[src/shared/vsoc_pkg.sv]
// Package of the velocity stop option configuration block.
// Assumes one clock domain; the dictionary port is taken as synchronous.
package vsoc_pkg;
  // Dictionary indices and subindices.
  localparam logic [15:0] IDX_QS_DECEL = 16'h604a;
  localparam logic [15:0] IDX_SPEED_FACTOR = 16'h604c;
  localparam logic [15:0] IDX_QS_OPTION = 16'h605a;
  localparam logic [15:0] IDX_SD_OPTION = 16'h605b;
  localparam logic [7:0] SUB_COUNT = 8'h00;
  localparam logic [7:0] SUB_FIRST = 8'h01;
  localparam logic [7:0] SUB_SECOND = 8'h02;
  // Reset values.
  localparam logic [7:0] RST_SUB_COUNT = 8'h02;
  localparam logic [31:0] RST_QS_SPEED = 32'h00001388;
  localparam logic [15:0] RST_QS_TIME = 16'h0001;
  localparam logic [31:0] RST_FACTOR_NUM = 32'h00000001;
  localparam logic [31:0] RST_FACTOR_DEN = 32'h00000001;
  localparam logic [15:0] RST_QS_OPTION = 16'h0002;
  localparam logic [15:0] RST_SD_OPTION = 16'h0001;
  // Option codes.
  localparam logic [15:0] QS_IMMEDIATE = 16'h0000;
  localparam logic [15:0] QS_SLOW_SOD = 16'h0001;
  localparam logic [15:0] QS_QUICK_SOD = 16'h0002;
  localparam logic [15:0] QS_SLOW_HOLD = 16'h0005;
  localparam logic [15:0] QS_QUICK_HOLD = 16'h0006;
  localparam logic [15:0] SD_FREE = 16'h0000;
  localparam logic [15:0] SD_SLOW_SOD = 16'h0001;
  // Iterations of the serial divider, one per dividend bit.
  localparam logic [6:0] CONV_STEPS = 7'h40;

  // Ramp that the ramp generator is told to use.
  typedef enum logic [1:0] {
    VSOC_RAMP_NONE = 2'b00,
    VSOC_RAMP_SLOW = 2'b01,
    VSOC_RAMP_QUICK = 2'b10,
    VSOC_RAMP_IMMED = 2'b11
  } vsoc_ramp_e;
  // Phase of the stop reaction.
  typedef enum logic [1:0] {
    VSOC_PH_IDLE = 2'b00,
    VSOC_PH_BRAKE = 2'b01,
    VSOC_PH_HOLD = 2'b10,
    VSOC_PH_FREE = 2'b11
  } vsoc_phase_e;

  // Dictionary request from the fieldbus side.
  typedef struct packed {
    logic valid;
    logic write;
    logic [15:0] index;
    logic [7:0] subindex;
    logic [31:0] wdata;
  } vsoc_req_s;
  // Dictionary answer.
  typedef struct packed {
    logic ack;
    logic err;
    logic [31:0] rdata;
  } vsoc_rsp_s;
  // Events and levels from the power state machine and ramps.
  typedef struct packed {
    logic qs_enter;
    logic shutdown;
    logic op_enable;
    logic vel_mode;
    logic stopped;
  } vsoc_drive_s;
  // Reaction commands to the power state machine and ramps.
  typedef struct packed {
    vsoc_ramp_e ramp;
    logic drive_block;
    logic to_sod;
    logic hold;
    logic use_qs_record;
  } vsoc_react_s;
endpackage

[src/core/vsoc_speed_conv.sv]
// Serial converter from internal speed to revolutions per minute.
// Assumes start is only pulsed while busy is low.
`timescale 1ns/1ps
module vsoc_speed_conv (
  // Clock and reset.
  input wire logic clk_i,
  input wire logic rst_i,
  // Conversion request.
  input wire logic start_i,
  input wire logic [31:0] speed_i,
  input wire logic [31:0] num_i,
  input wire logic [31:0] den_i,
  // Result.
  output logic busy_o,
  output logic done_o,
  output logic div_zero_o,
  output logic [31:0] rpm_o
);
  typedef struct packed {
    logic busy;
    logic done;
    logic dz;
    logic neg;
    logic [6:0] cnt;
    logic [63:0] quo;
    logic [32:0] rem;
    logic [31:0] dmag;
    logic [31:0] rpm;
  } vsoc_conv_s;
  vsoc_conv_s s, next_s;

  ////////////////////////////////////////////////////////////////////////////
  // Multiply first, then restoring division, so no precision is lost early.
  always_comb begin
    logic [63:0] prod;
    logic [32:0] rsh;
    prod = 64'($signed(speed_i) * $signed(num_i));
    rsh = {s.rem[31:0], s.quo[63]};
    next_s = s;
    next_s.done = 1'b0;
    if (start_i && !s.busy) begin
      next_s.neg = prod[63] ^ den_i[31];
      next_s.quo = prod[63] ? 64'(-prod) : prod;
      next_s.dmag = den_i[31] ? 32'(-den_i) : den_i;
      next_s.rem = 33'h000000000;
      next_s.cnt = vsoc_pkg::CONV_STEPS;
      next_s.dz = (den_i == 32'h00000000);
      next_s.busy = (den_i != 32'h00000000);
      next_s.done = (den_i == 32'h00000000);
    end else if (s.busy) begin
      next_s.quo = {s.quo[62:0], 1'b0};
      if (rsh >= {1'b0, s.dmag}) begin
        next_s.rem = 33'(rsh - {1'b0, s.dmag});
        next_s.quo[0] = 1'b1;
      end else begin
        next_s.rem = rsh;
      end
      next_s.cnt = 7'(s.cnt - 7'h01);
      if (s.cnt == 7'h01) begin
        next_s.busy = 1'b0;
        next_s.done = 1'b1;
        next_s.rpm = s.neg ? 32'(-next_s.quo[31:0]) : next_s.quo[31:0];
      end
    end
  end

  // Register the whole state.
  always_ff @(posedge clk_i) begin
    if (rst_i) begin
      s <= '0;
    end else begin
      s <= next_s;
    end
  end

  assign busy_o = s.busy;
  assign done_o = s.done;
  assign div_zero_o = s.dz;
  assign rpm_o = s.rpm;
endmodule // vsoc_speed_conv

[src/core/vsoc_config.sv]
// Stop configuration objects and stop reaction sequencer.
// Assumes dictionary requests and drive events are synchronous to clk_i.
`timescale 1ns/1ps
//
// Contract
// - Quick stop in velocity mode uses record; the code uses it only with the quick ramp (codes 2/6).
// - Deceleration is speed term over time term.
// - Velocity speeds use the unit factor.
// - Convert speed: times numerator, divide denominator.
// - Quick stop entry runs quick stop option.
// - Code 0: immediate stop, then switch-on-disabled.
// - Codes 1/2: slow/quick ramp, then disabled.
// - Codes 5/6: ramp, hold energized, reenable allowed.
// - Shutdown transition runs shutdown option.
// - Shutdown code 0: drive blocked, free turning.
// - Shutdown code 1: slow ramp, then disabled.
module vsoc_config (
  // Clock and reset.
  input wire logic clk_i,
  input wire logic rst_i,
  // Dictionary port.
  input wire vsoc_pkg::vsoc_req_s req_i,
  output vsoc_pkg::vsoc_rsp_s rsp_o,
  // Power state machine and ramp generator.
  input wire vsoc_pkg::vsoc_drive_s drive_i,
  output vsoc_pkg::vsoc_react_s react_o,
  // Quick stop deceleration record.
  output logic [31:0] qs_speed_change_o,
  output logic [15:0] qs_time_change_o,
  // Speed conversion.
  input wire logic conv_start_i,
  input wire logic [31:0] conv_speed_i,
  output logic conv_busy_o,
  output logic conv_done_o,
  output logic conv_div_zero_o,
  output logic [31:0] conv_rpm_o
);
  // All state of the block.
  typedef struct packed {
    logic [31:0] speed_change_term;
    logic [15:0] time_change_term;
    logic [31:0] factor_num;
    logic [31:0] factor_den;
    logic [15:0] qs_option;
    logic [15:0] sd_option;
    logic sod_after;
    vsoc_pkg::vsoc_phase_e phase;
    vsoc_pkg::vsoc_rsp_s rsp;
    vsoc_pkg::vsoc_react_s react;
  } vsoc_cfg_s;
  vsoc_cfg_s s, next_s;

  // Legal quick stop codes; anything else is reserved.
  function automatic logic qs_code_ok(input logic [15:0] c);
    return c == vsoc_pkg::QS_IMMEDIATE || c == vsoc_pkg::QS_SLOW_SOD ||
           c == vsoc_pkg::QS_QUICK_SOD || c == vsoc_pkg::QS_SLOW_HOLD ||
           c == vsoc_pkg::QS_QUICK_HOLD;
  endfunction

  // Legal shutdown codes.
  function automatic logic sd_code_ok(input logic [15:0] c);
    return c == vsoc_pkg::SD_FREE || c == vsoc_pkg::SD_SLOW_SOD;
  endfunction

  ////////////////////////////////////////////////////////////////////////////
  // Dictionary access and reaction sequencing in one next-state process.
  always_comb begin
    logic hit;
    logic ok;
    logic [31:0] rd;
    hit = 1'b1;
    ok = 1'b1;
    rd = 32'h00000000;
    next_s = s;
    next_s.rsp.ack = req_i.valid;
    next_s.rsp.err = 1'b0;
    next_s.rsp.rdata = 32'h00000000;
    next_s.react.to_sod = 1'b0;
    // Narrow objects read back zero-extended in the low bits.
    unique case ({req_i.index, req_i.subindex})
      {vsoc_pkg::IDX_QS_DECEL, vsoc_pkg::SUB_COUNT},
      {vsoc_pkg::IDX_SPEED_FACTOR, vsoc_pkg::SUB_COUNT}: begin
        rd = {24'h000000, vsoc_pkg::RST_SUB_COUNT};
        ok = !req_i.write;
      end
      {vsoc_pkg::IDX_QS_DECEL, vsoc_pkg::SUB_FIRST}: begin
        rd = s.speed_change_term;
      end
      {vsoc_pkg::IDX_QS_DECEL, vsoc_pkg::SUB_SECOND}: begin
        rd = {16'h0000, s.time_change_term};
      end
      {vsoc_pkg::IDX_SPEED_FACTOR, vsoc_pkg::SUB_FIRST}: begin
        rd = s.factor_num;
      end
      {vsoc_pkg::IDX_SPEED_FACTOR, vsoc_pkg::SUB_SECOND}: begin
        rd = s.factor_den;
      end
      {vsoc_pkg::IDX_QS_OPTION, vsoc_pkg::SUB_COUNT}: begin
        rd = {16'h0000, s.qs_option};
        ok = !req_i.write || qs_code_ok(req_i.wdata[15:0]);
      end
      {vsoc_pkg::IDX_SD_OPTION, vsoc_pkg::SUB_COUNT}: begin
        rd = {16'h0000, s.sd_option};
        ok = !req_i.write || sd_code_ok(req_i.wdata[15:0]);
      end
      default: begin
        hit = 1'b0;
      end
    endcase
    if (req_i.valid) begin
      next_s.rsp.err = !(hit && ok);
      next_s.rsp.rdata = (hit && !req_i.write) ? rd : 32'h00000000;
    end
    // Commit a write only when it was answered without error.
    if (req_i.valid && req_i.write && hit && ok) begin
      unique case ({req_i.index, req_i.subindex})
        {vsoc_pkg::IDX_QS_DECEL, vsoc_pkg::SUB_FIRST}: next_s.speed_change_term = req_i.wdata;
        {vsoc_pkg::IDX_QS_DECEL, vsoc_pkg::SUB_SECOND}: next_s.time_change_term = req_i.wdata[15:0];
        {vsoc_pkg::IDX_SPEED_FACTOR, vsoc_pkg::SUB_FIRST}: next_s.factor_num = req_i.wdata;
        {vsoc_pkg::IDX_SPEED_FACTOR, vsoc_pkg::SUB_SECOND}: next_s.factor_den = req_i.wdata;
        {vsoc_pkg::IDX_QS_OPTION, vsoc_pkg::SUB_COUNT}: next_s.qs_option = req_i.wdata[15:0];
        {vsoc_pkg::IDX_SD_OPTION, vsoc_pkg::SUB_COUNT}: next_s.sd_option = req_i.wdata[15:0];
        default: begin
        end
      endcase
    end
    // Reaction phases; a quick stop entry beats a shutdown in the same cycle.
    unique case (s.phase)
      vsoc_pkg::VSOC_PH_IDLE: begin
        if (drive_i.qs_enter) begin
          next_s.phase = vsoc_pkg::VSOC_PH_BRAKE;
          next_s.sod_after = !(s.qs_option == vsoc_pkg::QS_SLOW_HOLD ||
                               s.qs_option == vsoc_pkg::QS_QUICK_HOLD);
          if (s.qs_option == vsoc_pkg::QS_IMMEDIATE) begin
            next_s.react.ramp = vsoc_pkg::VSOC_RAMP_IMMED;
          end else if (s.qs_option == vsoc_pkg::QS_SLOW_SOD || s.qs_option == vsoc_pkg::QS_SLOW_HOLD) begin
            next_s.react.ramp = vsoc_pkg::VSOC_RAMP_SLOW;
          end else begin
            next_s.react.ramp = vsoc_pkg::VSOC_RAMP_QUICK;
          end
        end else if (drive_i.shutdown) begin
          if (s.sd_option == vsoc_pkg::SD_FREE) begin
            next_s.phase = vsoc_pkg::VSOC_PH_FREE;
          end else begin
            next_s.phase = vsoc_pkg::VSOC_PH_BRAKE;
            next_s.sod_after = 1'b1;
            next_s.react.ramp = vsoc_pkg::VSOC_RAMP_SLOW;
          end
        end
      end
      vsoc_pkg::VSOC_PH_BRAKE: begin
        // Braking lasts until the ramp generator reports standstill.
        if (drive_i.stopped) begin
          next_s.react.ramp = vsoc_pkg::VSOC_RAMP_NONE;
          next_s.react.to_sod = s.sod_after;
          next_s.phase = s.sod_after ? vsoc_pkg::VSOC_PH_IDLE : vsoc_pkg::VSOC_PH_HOLD;
        end
      end
      vsoc_pkg::VSOC_PH_HOLD, vsoc_pkg::VSOC_PH_FREE: begin
        // Held or free-wheeling until operation is enabled again.
        if (drive_i.op_enable) begin
          next_s.phase = vsoc_pkg::VSOC_PH_IDLE;
        end
      end
    endcase
    next_s.react.hold = (next_s.phase == vsoc_pkg::VSOC_PH_HOLD);
    next_s.react.drive_block = (next_s.phase == vsoc_pkg::VSOC_PH_FREE);
    // The record is only meaningful to the ramp while in velocity mode.
    next_s.react.use_qs_record = (next_s.react.ramp == vsoc_pkg::VSOC_RAMP_QUICK) && drive_i.vel_mode;
  end

  // Register the whole state.
  always_ff @(posedge clk_i) begin
    if (rst_i) begin
      s.speed_change_term <= vsoc_pkg::RST_QS_SPEED;
      s.time_change_term <= vsoc_pkg::RST_QS_TIME;
      s.factor_num <= vsoc_pkg::RST_FACTOR_NUM;
      s.factor_den <= vsoc_pkg::RST_FACTOR_DEN;
      s.qs_option <= vsoc_pkg::RST_QS_OPTION;
      s.sd_option <= vsoc_pkg::RST_SD_OPTION;
      s.sod_after <= 1'b0;
      s.phase <= vsoc_pkg::VSOC_PH_IDLE;
      s.rsp <= '0;
      s.react <= '0;
    end else begin
      s <= next_s;
    end
  end

  assign rsp_o = s.rsp;
  assign react_o = s.react;
  assign qs_speed_change_o = s.speed_change_term;
  assign qs_time_change_o = s.time_change_term;

  ////////////////////////////////////////////////////////////////////////////
  // Converter applies the unit factor to speeds.
  vsoc_speed_conv u_conv (
    .clk_i(clk_i),
    .rst_i(rst_i),
    .start_i(conv_start_i),
    .speed_i(conv_speed_i),
    .num_i(s.factor_num),
    .den_i(s.factor_den),
    .busy_o(conv_busy_o),
    .done_o(conv_done_o),
    .div_zero_o(conv_div_zero_o),
    .rpm_o(conv_rpm_o)
  );
endmodule // vsoc_config

[config.mk]
export PLATFORM = sky130hd
export DESIGN_NAME = vsoc_config
export DESIGN_NICKNAME = d
export VERILOG_FILES = /design/src/shared/vsoc_pkg.sv /design/src/core/vsoc_speed_conv.sv /design/src/core/vsoc_config.sv
export SDC_FILE = /design/constraint.sdc
export NUM_CORES = 2
export LEC_CHECK = 0
export ABC_AREA = 1
export BUFFER_PORTS_ARGS = -buffer_cell sky130_fd_sc_hd__buf_2
export CAP_MARGIN = 20
export CORE_AREA = 2 2 321 323
export DETAILED_ROUTE_END_ITERATION = 8
export DIE_AREA = 0 0 323 325
export PLACE_DENSITY = 0.77
export SYNTH_ARGS = -nofsm -noshare
export SYNTH_HDL_FRONTEND = slang
export SYNTH_HIERARCHICAL = 1
export SYNTH_SLANG_ARGS = --single-unit
[constraint.sdc]
create_clock -name clk_i -period 19.2 [get_ports clk_i]
set_clock_uncertainty 0.15 [all_clocks]
set_input_delay 3.84 -clock clk_i [delete_from_list [all_inputs] [get_ports clk_i]]
set_output_delay 3.84 -clock clk_i [all_outputs]
set_load 0.005 [all_outputs]
Word-level counts from Yosys, hierarchy flattened
Cells that the tools add are included.
{"block": "op_classes", "muxes": 30, "multipliers": 1, "add_sub_neg": 5, "bitwise_logic": 6, "n_reduce_logical": 42, "magnitude_cmp": 1, "n_eq_ne": 23}
{"op": "$pmux W32 S7", "n": 1}
{"op": "$mux W104", "n": 2}
{"op": "$eq A24 B23 Y1 const B", "n": 8}
{"op": "$eq A16 B3 Y1 const B", "n": 4}
{"op": "$mul A32 B32 Y64", "n": 1}
{"op": "$mux W32", "n": 2}
{"op": "$mux W64", "n": 1}
{"op": "$neg A32 Y32", "n": 2}
{"op": "$neg A64 Y64", "n": 1}
{"op": "$logic_not A16 Y1", "n": 3}
{"op": "$ge A33 B32 Y1", "n": 1}
{"op": "$mux W33", "n": 1}
{"op": "$sub A33 B32 Y33", "n": 1}
{"op": "$eq A16 B1 Y1 const B", "n": 2}
{"op": "$logic_not A32 Y1", "n": 1}
{"op": "$reduce_bool A32 Y1", "n": 1}
{"op": "$mux W2", "n": 13}
{"op": "$eq A16 B2 Y1 const B", "n": 1}
{"op": "$reduce_and A2 Y1", "n": 6}
{"op": "$eq A2 B2 Y1 const B", "n": 5}
{"op": "$logic_or A1 B1 Y1", "n": 8}
{"op": "$reduce_or A2 Y1", "n": 4}
{"op": "$reduce_or A8 Y1", "n": 1}
{"op": "$eq A7 B1 Y1 const B", "n": 1}
{"op": "other kinds (16)", "n": 37}
{"block": "word_totals", "regBits": 359, "input_bits": 98}

Depth between registers and ports, before layout
{"block": "logic_depth", "depth_word": 9, "depth_mapped": 43, "ltp_nobuf": 41}

By module
The synthesis kept the hierarchy.
{"mod": "vsoc_speed_conv", "cells_per_inst": 7058, "n_inst": 1, "seq_area_each_um2": 3423.3, "area_per_inst_um2": 51510.7}
{"mod": "vsoc_config", "cells_per_inst": 1333, "n_inst": 1, "seq_area_each_um2": 3743.6, "area_per_inst_um2": 8929.8}

Least setup slack after synthesis
OpenSTA, ideal clock, no wires.
{"block": "synth_timing", "kind": "input -> register", "start": "input conv_speed_i[31]", "end": "register u_conv/s[122] (netlist name)", "path_slack_ns": 7.545, "cell_stages": 33, "arrival_ns": 11.435, "t_required_ns": 18.980, "path_cell_list": "clkbuf_1 -> nand2_1 -> inv_1 -> fa_1 -> fa_1 -> fa_1 -> inv_1 -> fa_1 -> inv_1 -> fa_1 -> fa_1 -> inv_1 -> fa_1 -> inv_1 -> fa_1 -> ha_1 -> nand2_1 -> inv_1 -> a21oi_1 -> nor2_1 -> nor2_1 -> nand2_1 -> a21oi_1 -> nand2_1 -> nand3_1 -> nand2_1 -> or2_2 -> nand2_4 -> inv_4 -> buf_2 -> o21ai_0 -> nand2_1 -> a21oi_1"}
{"block": "synth_between", "elab_chain_cells": 3}
{"element": "start: declaration", "line": "vsoc_config.sv:32", "rtl": "input wire logic [31:0] conv_speed_i,"}
{"element": "$mul A32 B32 Y64", "line": "vsoc_speed_conv.sv:37", "rtl": "prod = 64'($signed(speed_i) * $signed(num_i));"}
{"element": "$mux W64", "line": "vsoc_speed_conv.sv:43", "rtl": "next_s.quo = prod[63] ? 64'(-prod) : prod;"}
{"element": "$mux W104", "line": "vsoc_speed_conv.sv:41", "rtl": "if (start_i && !s.busy) begin"}
{"element": "end signal: assignment", "line": "vsoc_speed_conv.sv:72", "rtl": "s <= next_s;"}
{"element": "end: declaration", "line": "vsoc_speed_conv.sv:30", "rtl": "vsoc_conv_s s, next_s;"}
No other way between the ends.
A chain may end at the register's enable or synchronous reset.

Worst setup path after layout
{"block": "layout_timing", "start": "input conv_speed_i[31]", "end": "register u_conv/s[114] (netlist name)"}
Same word-level chain as after synthesis.

==> results.md <==
- Outcome: finished clean
- Area of all placed cells without fillers: 0.0628 mm2
- Number of hold violations in the final report: 0
- Leading cell types in the layout, fill and taps excluded: nand2_1, inv_1, fa_1, nor2_1, dfxtp_1
- IO buf count: 220
- Portion of the post-synthesis area used by sequential elements: 11.9%
- Area of the die: 0.105 mm2
- Nets: 9665
- Library cells used by synthesis: 63
- Total cell area at the placement stage: 0.0615 mm2
- R2R cell count: 34
- Remaining design rule violation count: 0
- Proportion of register bits with asynchronous set or reset after synthesis: 0%
- Final routed wirelength across all metal layers: 188000 um
- Pre-CTS setup slack: 5380 ps
- Worst IR drop on VDD: 0.0809 mV
- Layout Area Growth over Synthesis: 3.88%
- Drt wl/cell: 19.5 um
- Synthesized cell area: 0.0604 mm2
- TritonCTS Buffers: 38
- Count of hold-fix buffers inserted at cts: 0
- Final setup vio count: 0
- Total clock sinks: 358
- Net switching power of the design: 937 uW
- Final clock period utilization by the worst path: 69.4%
- Number of antenna violations at the first check in global routing: 1
- Cell Int Power: 1.47 mW
- Setup bufs post-CTS: 0
- Worst Hold Class: register to register
- Power per unit of standard cell area: 38.4 mW/mm2
- Total Neg Setup Slack: 0 ps
- Achievable Freq: 0.0750 GHz
- Clk root buf: clkbuf_16
- Number of cells on the worst hold path: 2
- Worst Path Arrival: 13590 ps
- Most frequent CP cell: nand2_1
- Gates resized, CTS repair: 0
- Sequential power share: 33.2%
- HPWL reported at the end of detailed placement: 147000 um
- Vias in the first global route: 54300
- Total GRT Usage: 36.4%
- Synthesized area per cell: 7.20 um2
- Die outline width: 323 um
- Routed via count divided by cell count: 5.46
- Number of stages on the worst setup path: 34
- Combinational share of power: 34.7%
- Flip-flop and latch count after synthesis: 358
- Most common cell after layout, fill and taps aside: nand2_1
- Share of the synthesized area in compound gates (AO/OA/AOI/OAI): 5.80%
- Top Family by Delay on Critical Path: adder cells
- Boundary Pins: 221
- Most instantiated flip-flop cell in the synthesis netlist: dfxtp_1
- Crit Path Category: primary input to register
- Yosys warns: 6
- Number of synthesized flops with an enable pin: 0
- Floorplan core area: 0.101 mm2
- TritonCTS clock tree: built
- Clock Path Buffers: 3
- Static power due to leakage: 36.0 nW
- Max-Slew Margin vs Limit: 26.5%
- Global route total overflow: 0
- Crit path max-delay cell type: fa_1
- Worst Path Max Fanout: 73
- Net Sw Frac: 38.9%
- Fraction of the mapped netlist area in adder cells: 40.4%
- Remaining number of nets flagged by the antenna check after routing: 0
- Clock latency on the worst-skew pair: 590 ps
- Clock slew at the register clock pins of the worst setup and hold paths: 60 ps
- Share of synthesized area spent on multiplexers: 0%
- Setup repair after global routing missed its margin: no
- Cell row count: 117
- Number of violations of the max-capacitance limit: 0
- Violation count after the first detailed-routing iteration: 4873
- Setup ws final: 5870 ps
- Capturing element type of the critical path: register
- Crit start category: primary input
- Via count of the routed design: 52700
- H-tree depth: 2
- Post-Synthesis Cells: 8391
- Max-slew violation count: 0
- Share of layout cells above drive strength 1: 5.97%
- Share of power burned in the clock network: 32.1%
- CP peak stage delay: 1030 ps
- Global-route wire length before repair: 297000 um
- Die height: 325 um
- XOR/XNOR share of the synthesized area: 1.47%
- Simple-gate share of the synthesized area: 23.7%
- Routability Congestion: 0.996
- Dominant combinational cell family by area after synthesis: adder cells
- Min cycle time layout: 13330 ps
- Required time reported for the critical path endpoint: 19460 ps
- Initial Utilization: 59.7%
- Number of detailed-route iterations in the first pass: 6
- Transition time at the pin with the least slew margin: 1100 ps
- Largest net degree at the start of global routing: 78
- Post-synth net total: 9793
- Critical path buffer and inverter count: 8
routing by layer:
| layer | part of all wire [%] | vias to the layer above | wire, um | global-route usage [%] |
|---|---|---|---|---|
| met5 | 0.0064 | - | 12 | 0 |
| met4 | 5.2 | 2 | 9880 | 16.6 |
| met3 | 9.3 | 564 | 17500 | 7.61 |
| met2 | 47 | 2580 | 88800 | 60.1 |
| met1 | 38 | 25400 | 72100 | 45.9 |
| li1 | - | 24100 | - | - |
worst min-delay path, delay by kind of cell (launching register included):
| family | cells | cell delay (ps) |
|---|---|---|
| flip-flops | 1 | 310 |
| AND/OR/NAND/NOR | 2 | 90 |
cell usage after synthesis (7+ instances only):
library cell / number / area (um2)
a22oi_1: 54 / 405
o22ai_1: 68 / 425
fa_1: 1083 / 21700
nand2_4: 7 / 78.8
inv_1: 2078 / 7800
buf_2: 39 / 195
and3_1: 9 / 56.3
or2_2: 19 / 119
a21o_1: 10 / 75.1
nor3_1: 62 / 310
o211ai_1: 13 / 97.6
nand3b_1: 16 / 120
ha_1: 221 / 2770
clkbuf_1: 275 / 1030
o21bai_1: 10 / 75.1
nand3_1: 189 / 946
o21ai_0: 132 / 661
buf_4: 122 / 916
nor2_2: 25 / 156
nand3_2: 13 / 130
nand4_1: 91 / 569
xor2_1: 47 / 412
nor4_1: 23 / 144
dfxtp_1: 358 / 7170
inv_2: 13 / 48.8
nand2_2: 33 / 206
nor2_1: 653 / 2450
o32ai_1: 12 / 105
o21ai_1: 17 / 85.1
a31oi_1: 17 / 106
nand2_1: 2304 / 8650
nor2_4: 8 / 90.1
a21oi_1: 249 / 1250
xnor2_1: 44 / 385
through the flow:
| step | hold slack (ps) | utilization (%) | total power, mW | instances |
|---|---|---|---|---|
| floorplan | 268 | - | 1.42 | 8391 |
| global placement | 276 | 60.7 | 1.63 | 9591 |
| detailed placement | 279 | 60.7 | 1.64 | 9591 |
| CTS | 290 | 62.0 | 2.41 | 9659 |
| global route | 306 | 62.0 | 2.55 | 9659 |
| finish | 289 | 62.0 | 2.41 | 9661 |
registers in the layout (all words and copies together) (netlist names):
name / flops
qs_speed_change_o: 32
qs_time_change_o: 16
react_o: 6
rsp_o: 34
s: 99
u_conv/busy_o: 1
u_conv/div_zero_o: 1
u_conv/done_o: 1
u_conv/rpm_o: 32
u_conv/s: 136
worst paths after layout:
| path | from | end | slack, ps |
|---|---|---|---|
| min | s[71]$_SDFFE_PP0P_ | s[71]$_SDFFE_PP0P_ | 290 |
| max reg2reg | s[111]$_SDFFE_PP0P_ | u_conv/s[114]$_SDFFE_PP0P_ | 8990 |
| min reg2reg | s[71]$_SDFFE_PP0P_ | s[71]$_SDFFE_PP0P_ | 290 |
| max | conv_speed_i[31] | u_conv/s[114]$_SDFFE_PP0P_ | 5870 |
kinds of logic (layout without fill, tap and decap cells):
| group | Yosys count | in the layout |
|---|---|---|
| buffers and inverters | 2547 | 2447 |
| other | 0 | 2 |
| xor gates and xnor gates | 96 | 96 |
| adders and majority gates | 1304 | 1304 |
| DFF | 358 | 358 |
| AOI/OAI and AO/OA | 609 | 609 |
| and+or+nand+nor | 3477 | 3477 |
area by class of cell:
type / instances / area (um2)
clock inverters: 18 / 204
well taps: 1368 / 1710
fillers: 9222 / 38500
inverters: 2098 / 7880
repair buffers: 281 / 1560
flip-flops and latches: 358 / 7170
multi-input cells: 5486 / 43200
diodes: 2 / 5.00
clock buffers: 50 / 1080
power groups by stage:
stage	clock network (mW)	logic, mW	registers [mW]
after floorplan	0	0.611	0.806
after global placement	0	0.813	0.815
after detailed placement	0	0.823	0.815
after CTS	0.784	0.827	0.799
after global routing	0.811	0.933	0.802
final	0.774	0.837	0.799
Power figures use the tool's default switching activity.
